==> src/hw/dpc_consts.svh <==
// named widths, timings and counts for the dual-port RAM port controller
// assumes inclusion by bare name from the package and the controller
`ifndef DPC_CONSTS_SVH
`define DPC_CONSTS_SVH

`define DPC_ADDR_W      11
`define DPC_DATA_W      8
`define DPC_CLK_NS      8
// longest flag access or release after address or select change
`define DPC_T_FLAG_NS   20
`define DPC_T_ACC_NS    20
`define DPC_T_WP_NS     15
`define DPC_T_STALLED_WRITE_HOLD_NS 12
`define DPC_T_BDD_NS    25
`define DPC_SYNC_STAGES 2
`define DPC_CNT_W       4
`define DPC_CNT_ONE     4'h1
`define DPC_CNT_ZERO    4'h0
`define DPC_CNT_MAX     4'hF

`endif

==> src/hw/dpc_pkg.sv <==
// types shared by the dual-port RAM port controller
// assumes dpc_consts.svh is reachable by bare name
`include "dpc_consts.svh"

package dpc_pkg;

	typedef enum logic [2:0] {
		dpc_st_idle,
		dpc_st_settle,
		dpc_st_stall,
		dpc_st_write,
		dpc_st_read,
		dpc_st_end
	} dpc_state_t;

	typedef struct packed {
		logic                   write;
		logic [`DPC_ADDR_W-1:0] addr;
		logic [`DPC_DATA_W-1:0] wdata;
	} dpc_req_t;

	typedef struct packed {
		logic                   sel_n;
		logic                   oe_n;
		logic                   we_n;
		logic [`DPC_ADDR_W-1:0] addr;
		logic [`DPC_DATA_W-1:0] data;
		logic                   data_oe;
	} dpc_pins_t;

endpackage

==> src/hw/dpc_host.sv <==
// controller driving one port of an asynchronous 2K x 8 dual-port RAM
// assumes the RAM port pins and conflict flag are wired to the board;
// flag and data bus arrive asynchronously and are synchronised here
//
// Overview of operation
// deselected port floats data, ignores strobes, stands by.
// selected port with write strobe low stores its data.
// selected, strobe high, output enable low drives addressed word out.
// flag goes low only when both ports select one address together.
// arbitration looks at select and address only, not read or write.
// port settling first proceeds; later port gets the flag.
// lead of 5 ns guarantees winner; otherwise exactly one side flagged.
// both flags are never low at once.
// writes of the flagged port are discarded inside the RAM.
// master flags are open drain, pulled up externally.
// slave takes flags as write inhibit inputs.
// a write while flagged leaves memory unchanged.
// reads while flagged are invalid; wait release plus data delay.
// flag changes within 20 ns of address or select change.
// stalled write keeps strobe low 12 ns after flag release.
// slave inhibit must be valid by start of write strobe.
// written data reaches opposite port within 50 ns.
// read valid after release follows the larger of three delays.
// address and select settle until flag is known before writing.
// one master decides; slaves in width share its flags.
// flagged host stalls until the other side finishes.
// 11-bit address into 2048 shared bytes, 8-bit data bus.
`timescale 1ns/100ps
`include "dpc_consts.svh"

module dpc_host (
	input  wire logic                   i_clk,
	input  wire logic                   i_rst,
	input  wire logic                   i_req_valid,
	input  wire dpc_pkg::dpc_req_t      i_req,
	output logic                        o_req_ready,
	output logic                        o_done,
	output logic [`DPC_DATA_W-1:0]      o_rdata,
	output logic                        o_conflict,
	input  wire logic                   i_conflict_flag_n,
	input  wire logic [`DPC_DATA_W-1:0] i_data,
	output dpc_pkg::dpc_pins_t          o_pins
);

	localparam int CLK  = `DPC_CLK_NS;
	localparam int SYNC = `DPC_SYNC_STAGES;
	localparam int SETTLE_C = (`DPC_T_FLAG_NS + CLK - 1) / CLK + SYNC;
	localparam int ACC_C    = (`DPC_T_ACC_NS + CLK - 1) / CLK + SYNC;
	localparam int WP_C     = (`DPC_T_WP_NS + CLK - 1) / CLK;
	localparam int HOLD_C   = (`DPC_T_STALLED_WRITE_HOLD_NS + CLK - 1) / CLK;
	localparam int BDD_C    = (`DPC_T_BDD_NS + CLK - 1) / CLK + SYNC;

	dpc_pkg::dpc_state_t    state;
	dpc_pkg::dpc_state_t    next_state;
	dpc_pkg::dpc_req_t      req_q;
	dpc_pkg::dpc_req_t      cur_req;
	logic [`DPC_CNT_W-1:0]  cnt;
	logic [`DPC_CNT_W-1:0]  rel_age;
	logic [`DPC_CNT_W-1:0]  sel_age;
	logic                   flag_m;
	logic                   flag_s;
	logic [`DPC_DATA_W-1:0] data_m;
	logic [`DPC_DATA_W-1:0] data_s;
	logic                   stalled;
	logic                   last_tick;

	// one flag source
	// two-stage synchronisers for flag and read data
	always_ff @(posedge i_clk) begin
		if (i_rst) begin
			flag_m <= 1'b1;
			flag_s <= 1'b1;
			data_m <= '0;
			data_s <= '0;
		end else begin
			flag_m <= i_conflict_flag_n;
			flag_s <= flag_m;
			data_m <= i_data;
			data_s <= data_m;
		end
	end

	assign last_tick = (cnt <= `DPC_CNT_ONE);

	always_comb begin
		next_state = state;
		case (state)
			dpc_pkg::dpc_st_idle: begin
				if (i_req_valid && o_req_ready) begin
					next_state = dpc_pkg::dpc_st_settle;
				end
			end
			// settle before strobe
			dpc_pkg::dpc_st_settle: begin
				if (last_tick) begin
					if (!flag_s) begin
						next_state = dpc_pkg::dpc_st_stall;
					end else if (req_q.write) begin
						next_state = dpc_pkg::dpc_st_write;
					end else begin
						next_state = dpc_pkg::dpc_st_read;
					end
				end
			end
			// stall until release
			dpc_pkg::dpc_st_stall: begin
				if (flag_s) begin
					next_state = req_q.write ? dpc_pkg::dpc_st_write : dpc_pkg::dpc_st_read;
				end
			end
			dpc_pkg::dpc_st_write: begin
				if (flag_s && last_tick) begin
					next_state = dpc_pkg::dpc_st_end;
				end
			end
			dpc_pkg::dpc_st_read: begin
				if (!flag_s) begin
					next_state = dpc_pkg::dpc_st_stall;
				end else if (last_tick) begin
					next_state = dpc_pkg::dpc_st_end;
				end
			end
			dpc_pkg::dpc_st_end: begin
				next_state = dpc_pkg::dpc_st_idle;
			end
			default: begin
				next_state = dpc_pkg::dpc_st_idle;
			end
		endcase
	end

	always_ff @(posedge i_clk) begin
		if (i_rst) begin
			state <= dpc_pkg::dpc_st_idle;
		end else begin
			state <= next_state;
		end
	end

	// request capture; address held for whole access
	always_ff @(posedge i_clk) begin
		if (i_rst) begin
			req_q <= '0;
		end else if (o_req_ready && i_req_valid) begin
			req_q <= i_req;
		end
	end

	// live request while idle, so pins launch at the take edge
	assign cur_req = (state == dpc_pkg::dpc_st_idle) ? i_req : req_q;

	// phase counter
	always_ff @(posedge i_clk) begin
		if (i_rst) begin
			cnt <= `DPC_CNT_ZERO;
		end else begin
			case (next_state)
				dpc_pkg::dpc_st_settle: begin
					// wait worst flag delay
					cnt <= (state == dpc_pkg::dpc_st_idle) ? `DPC_CNT_W'(SETTLE_C) : cnt - 1'b1;
				end
				dpc_pkg::dpc_st_write: begin
					if (state != dpc_pkg::dpc_st_write) begin
						cnt <= `DPC_CNT_W'(WP_C > HOLD_C ? WP_C : HOLD_C);
					end else if (!flag_s) begin
						// hold strobe after release
						cnt <= `DPC_CNT_W'(HOLD_C);
					end else begin
						cnt <= cnt - 1'b1;
					end
				end
				dpc_pkg::dpc_st_read: begin
					if (state == dpc_pkg::dpc_st_settle) begin
						cnt <= `DPC_CNT_W'(ACC_C);
					end else if (state == dpc_pkg::dpc_st_stall) begin
						// data valid after release
						cnt <= `DPC_CNT_W'(BDD_C);
					end else begin
						cnt <= cnt - 1'b1;
					end
				end
				default: begin
					cnt <= `DPC_CNT_ZERO;
				end
			endcase
		end
	end

	// conflict seen during this access
	always_ff @(posedge i_clk) begin
		if (i_rst) begin
			stalled <= 1'b0;
		end else if (state == dpc_pkg::dpc_st_idle) begin
			stalled <= 1'b0;
		end else if (state != dpc_pkg::dpc_st_settle && !flag_s) begin
			stalled <= 1'b1;
		end else if (state == dpc_pkg::dpc_st_settle && last_tick && !flag_s) begin
			stalled <= 1'b1;
		end
	end

	// pins registered from next state
	always_ff @(posedge i_clk) begin
		if (i_rst) begin
			o_pins       <= '0;
			o_pins.sel_n <= 1'b1;
			o_pins.oe_n  <= 1'b1;
			o_pins.we_n  <= 1'b1;
		end else begin
			// deselect when idle
			o_pins.sel_n <= (next_state == dpc_pkg::dpc_st_idle) ||
			                (next_state == dpc_pkg::dpc_st_end);
			// output enable only for reads
			o_pins.oe_n  <= cur_req.write || (next_state == dpc_pkg::dpc_st_idle) ||
			                (next_state == dpc_pkg::dpc_st_end);
			// strobe only after flag known clear
			o_pins.we_n  <= (next_state != dpc_pkg::dpc_st_write);
			// address and data width
			o_pins.addr  <= (next_state == dpc_pkg::dpc_st_idle) ? o_pins.addr : cur_req.addr;
			o_pins.data  <= cur_req.wdata;
			o_pins.data_oe <= cur_req.write && (next_state == dpc_pkg::dpc_st_write);
		end
	end

	// answer side
	always_ff @(posedge i_clk) begin
		if (i_rst) begin
			o_done      <= 1'b0;
			o_rdata     <= '0;
			o_conflict  <= 1'b0;
			o_req_ready <= 1'b0;
		end else begin
			o_done      <= (next_state == dpc_pkg::dpc_st_end);
			o_req_ready <= (next_state == dpc_pkg::dpc_st_idle);
			o_conflict  <= (next_state == dpc_pkg::dpc_st_stall) &&
			               (state != dpc_pkg::dpc_st_stall);
			if (state == dpc_pkg::dpc_st_read && next_state == dpc_pkg::dpc_st_end) begin
				o_rdata <= data_s;
			end
		end
	end

	// helper ages for checks
	always_ff @(posedge i_clk) begin
		if (i_rst) begin
			rel_age <= `DPC_CNT_ZERO;
			sel_age <= `DPC_CNT_ZERO;
		end else begin
			rel_age <= !flag_s ? `DPC_CNT_ZERO :
			           (rel_age == `DPC_CNT_MAX ? rel_age : rel_age + 1'b1);
			sel_age <= o_pins.sel_n ? `DPC_CNT_ZERO :
			           (sel_age == `DPC_CNT_MAX ? sel_age : sel_age + 1'b1);
		end
	end

	a_idle_no_strobe: assert property (@(posedge i_clk) disable iff (i_rst)
		o_pins.sel_n |-> (o_pins.we_n && o_pins.oe_n && !o_pins.data_oe))
		else $error("strobe active while deselected");

	a_read_no_drive: assert property (@(posedge i_clk) disable iff (i_rst)
		!o_pins.oe_n |-> !o_pins.data_oe && o_pins.we_n)
		else $error("bus driven during read");

	a_addr_held_sel: assert property (@(posedge i_clk) disable iff (i_rst)
		(!o_pins.sel_n && $past(!o_pins.sel_n)) |-> $stable(o_pins.addr))
		else $error("address moved while selected");

	a_write_after_settle: assert property (@(posedge i_clk) disable iff (i_rst)
		$fell(o_pins.we_n) |-> sel_age >= `DPC_CNT_W'(SETTLE_C))
		else $error("write strobe before flag settled");

	a_hold_after_rel: assert property (@(posedge i_clk) disable iff (i_rst)
		($rose(o_pins.we_n) && stalled) |-> rel_age >= `DPC_CNT_W'(HOLD_C))
		else $error("stalled write released too early");

	a_stall_waits: assert property (@(posedge i_clk) disable iff (i_rst)
		(state == dpc_pkg::dpc_st_stall && !flag_s) |=>
			(state == dpc_pkg::dpc_st_stall && o_pins.we_n && !o_done))
		else $error("stall left while flagged");

	a_read_after_bdd: assert property (@(posedge i_clk) disable iff (i_rst)
		(o_done && !req_q.write && stalled) |-> rel_age >= `DPC_CNT_W'(BDD_C) - `DPC_CNT_ONE)
		else $error("read data taken before valid");

	a_done_once: assert property (@(posedge i_clk) disable iff (i_rst)
		o_done |=> !o_done && o_req_ready)
		else $error("done not a single cycle");

endmodule

==> config.mk <==
export PLATFORM = sky130hd
export DESIGN_NAME = dpc_host
export DESIGN_NICKNAME = d
export VERILOG_FILES = /design/src/hw/dpc_pkg.sv /design/src/hw/dpc_host.sv
export VERILOG_INCLUDE_DIRS = /design/src /design/src/hw
export SDC_FILE = /design/constraint.sdc
export NUM_CORES = 1
export LEC_CHECK = 0
export BUFFER_PORTS_ARGS = -buffer_cell sky130_fd_sc_hd__buf_4
export CAP_MARGIN = 20
export CORE_MARGIN = 3
export CORE_UTILIZATION = 35
export DETAILED_ROUTE_END_ITERATION = 16
export GPL_TIMING_DRIVEN = 0
export MAX_ROUTING_LAYER = met4
export PLACE_DENSITY_LB_ADDON = 0.08
export SYNTH_ARGS = -nofsm -noshare
export SYNTH_HDL_FRONTEND = slang
export SYNTH_SLANG_ARGS = --single-unit
==> constraint.sdc <==
create_clock -name i_clk -period 5.4 [get_ports i_clk]
set_clock_uncertainty 0.2 [all_clocks]
set_input_delay 1.62 -clock i_clk [delete_from_list [all_inputs] [get_ports i_clk]]
set_output_delay 1.62 -clock i_clk [all_outputs]
set_load 0.02 [all_outputs]
==> impl_metrics.env <==
export IMPL_nNetsFinal=473
export IMPL_dieArea_mm2=0.01026
export IMPL_netlist_instances=364
export IMPL_hold_violations=0
export IMPL_antenna_found_initial=0
export IMPL_ctsHtreeMaxLevel=3
export IMPL_die_h_um=101.3
export IMPL_criticalPathCategory="input port to flop"
export IMPL_dr_pass1_iters=4
export IMPL_power_leakage_nw=1.565
export IMPL_rsz0062_at_grt="no"
export IMPL_synthTopCellsByArea="dfxtp_1, nand2_1, a21oi_1"
export IMPL_synthTopCellsByCount="nand2_1, dfxtp_1, a21oi_1"
export IMPL_cp_top_family="compound AO/OA/AOI/OAI gates"
export IMPL_synth_seq_area_share_pct=49.74
export IMPL_yosysTopAreaCell="dfxtp_1"
export IMPL_cap_violations=0
export IMPL_post_cts_resized=0
export IMPL_finalCritPeriodShare_pct=60.59
export IMPL_p_per_area_mw_per_mm2=524.9
export IMPL_ir_drop_uv=152.9
export IMPL_worst_pin_slew_ps=821.7
export IMPL_synth_most_common_cell="nand2_1"
export IMPL_grt_max_degree=14
export IMPL_area_delta_synth_final_pct=26.37
export IMPL_finalSetupTns_ps=0
export IMPL_dp_hpwl_mm=5.656
export IMPL_ys_types=47
export IMPL_routed_wl_mm=8.310
export IMPL_path_buf_inv=2
export IMPL_crit_arrival_ps=3330
export IMPL_io_pin_count=66
export IMPL_gr_total_overflow=0
export IMPL_outcome="finished clean"
export IMPL_cts_sinks=79
export IMPL_core_area_mm2=0.008763
export IMPL_vias=2796
export IMPL_start_kind="input port"
export IMPL_syn_nets=398
export IMPL_relSlewSlack_pct=45.22
export IMPL_ys_async_sr_fraction_pct=0
export IMPL_drt_initial_drc_count=98
export IMPL_crit_path_max_incr_delay_ps=460
export IMPL_crit_chain="buf_4 > or4bb_1 > a21oi_1 > a2111o_2 > buf_2 > nor3_1 > a311oi_2"
export IMPL_vias_per_cell=5.065
export IMPL_synth_ff_type="dfxtp_1"
export IMPL_cts_buffers=9
export IMPL_cts_hold_buf=0
export IMPL_period_minus_slack_ps=3272
export IMPL_end_kind="flop"
export IMPL_groute_usage_overall_pct=17.57
export IMPL_finalSetupViolCount=0
export IMPL_routedWlPerCell_um=15.05
export IMPL_p_total_mw=2.109
export IMPL_place_congestion=0.9065
export IMPL_drcViolationCount=0
export IMPL_cts_tree="done"
export IMPL_hp_class="flop to flop"
export IMPL_path_max_fanout=10
export IMPL_ys_warn_count=0
export IMPL_ys_seq_elements=79
export IMPL_initial_core_util_pct=36.28
export IMPL_grt_first_pass_wirelength_mm=13.41
export IMPL_fmaxAchievable_mhz=305.6
export IMPL_drv_slew=0
export IMPL_ant_nets=0
export IMPL_io_buffers=64
export IMPL_grt_pass1_vias=2608
export IMPL_yosysTopAreaCellShare_pct=49.74
export IMPL_synth_area_mm2=0.003179
export IMPL_synth_edff_count=0
export IMPL_syn_area_per_cell_um2=8.734
export IMPL_worst_ep_required_time_ps=5460
export IMPL_cts_buffer_depth=2
export IMPL_diodes=0
export IMPL_die_width_um=101.3
export IMPL_cts_clk_slew_worst_paths_ps=80
export IMPL_drive_gt1_share_pct=23.42
export IMPL_clkLatencyLatePin_ps=350
export IMPL_cpMaxStageDelayCell="or4bb_1"
export IMPL_root_buffer="clkbuf_8"
export IMPL_rows=34
export IMPL_cts_setup_buffers=0
==> area by class of cell <==
| type | instances | area (um2) |
|---|---|---|
| clock buffer | 11 | 141.4 |
| buffer | 28 | 130.1 |
| tap | 108 | 135.1 |
| sequential | 79 | 1582 |
| fill | 888 | 4746 |
| multi-input combinational | 253 | 1453 |
| timing repair buffer | 64 | 480.5 |
| clock inverter | 5 | 81.33 |
| inverter | 4 | 15.01 |
==> where the power goes <==
part	switching (mW)	total [mW]	internal, mW
combinational	0.550	0.888	0.338
sequential	0.0557	0.733	0.677
clock	0.215	0.488	0.273
total	0.821	2.11	1.29
==> cells in the final DEF, fill, tap and decap left out, types with 4 or more instances in the layout <==
master	count
or2_2	5
inv_1	4
nor4_1	4
nor3_1	13
dfxtp_1	79
a311oi_2	9
o21ai_0	7
buf_4	66
nor2_1	18
nor2b_1	19
clkbuf_1	22
a21oi_1	36
nand2_1	88
nand3_1	4
clkbuf_8	10
mux2i_1	10
==> worst reg2reg max path: stages, from the launching register on <==
cell and delay, ps:
dfxtp_1 450, inv_1 120, ha_1 250, or2_2 320, a311oi_1 690, a2111o_2 270
buf_2 270, nor3_1 110, a311oi_2 240
==> path summary, 6_finish.rpt <==
check | from | endpoint | slack, ps | depth (start not counted)
setup / recovery | i_req_valid | o_pins[19] | 2130 | 7
hold / removal | flag_m | flag_s | 230 | 1
setup reg to reg | cnt[0] | o_pins[19] | 2410 | 8
hold reg to reg | flag_m | flag_s | 230 | 1
==> stage by stage <==
step / hold slack (ps) / setup slack, ps / util, % / area [um2] / std cells
floorplan: 189.5 / 2104 / - / 3179 / 364
global placement: 194.2 / 1769 / 43.30 / 3795 / 536
detailed placement: 212.1 / 1753 / 43.30 / 3795 / 536
CTS: 233.9 / 2135 / 45.85 / 4018 / 552
global route: 236.6 / 1986 / 45.85 / 4018 / 552
finish: 226.8 / 2128 / 45.85 / 4018 / 552
==> kinds of logic (layout without fill, tap and decap cells) <==
logic type,after synthesis,count (layout),share of synthesized area (%)
compound gates,72,72,16.73
buf+inv,32,112,4.565
xor+xnor,3,3,0.8266
mux,10,10,3.148
fa+ha+maj,2,2,0.7870
flops,79,79,49.74
simple gates,166,166,24.20
==> registers in the layout, indices dropped and copies added, names as in the netlist, 3 cells and up <==
| name | cells |
|---|---|
| cnt | 4 |
| o_pins | 23 |
| o_rdata | 8 |
| data_m | 8 |
| state | 3 |
| data_s | 8 |
| req_q | 20 |
==> routing by layer <==
layer	part of all wire [%]	GRT usage, %
met4	1.3	6.748
met5	0	-
met2	46	26.91
met3	5.4	3.375
met1	47	22.92
No activity file was read; power rests on OpenSTA's default activity.
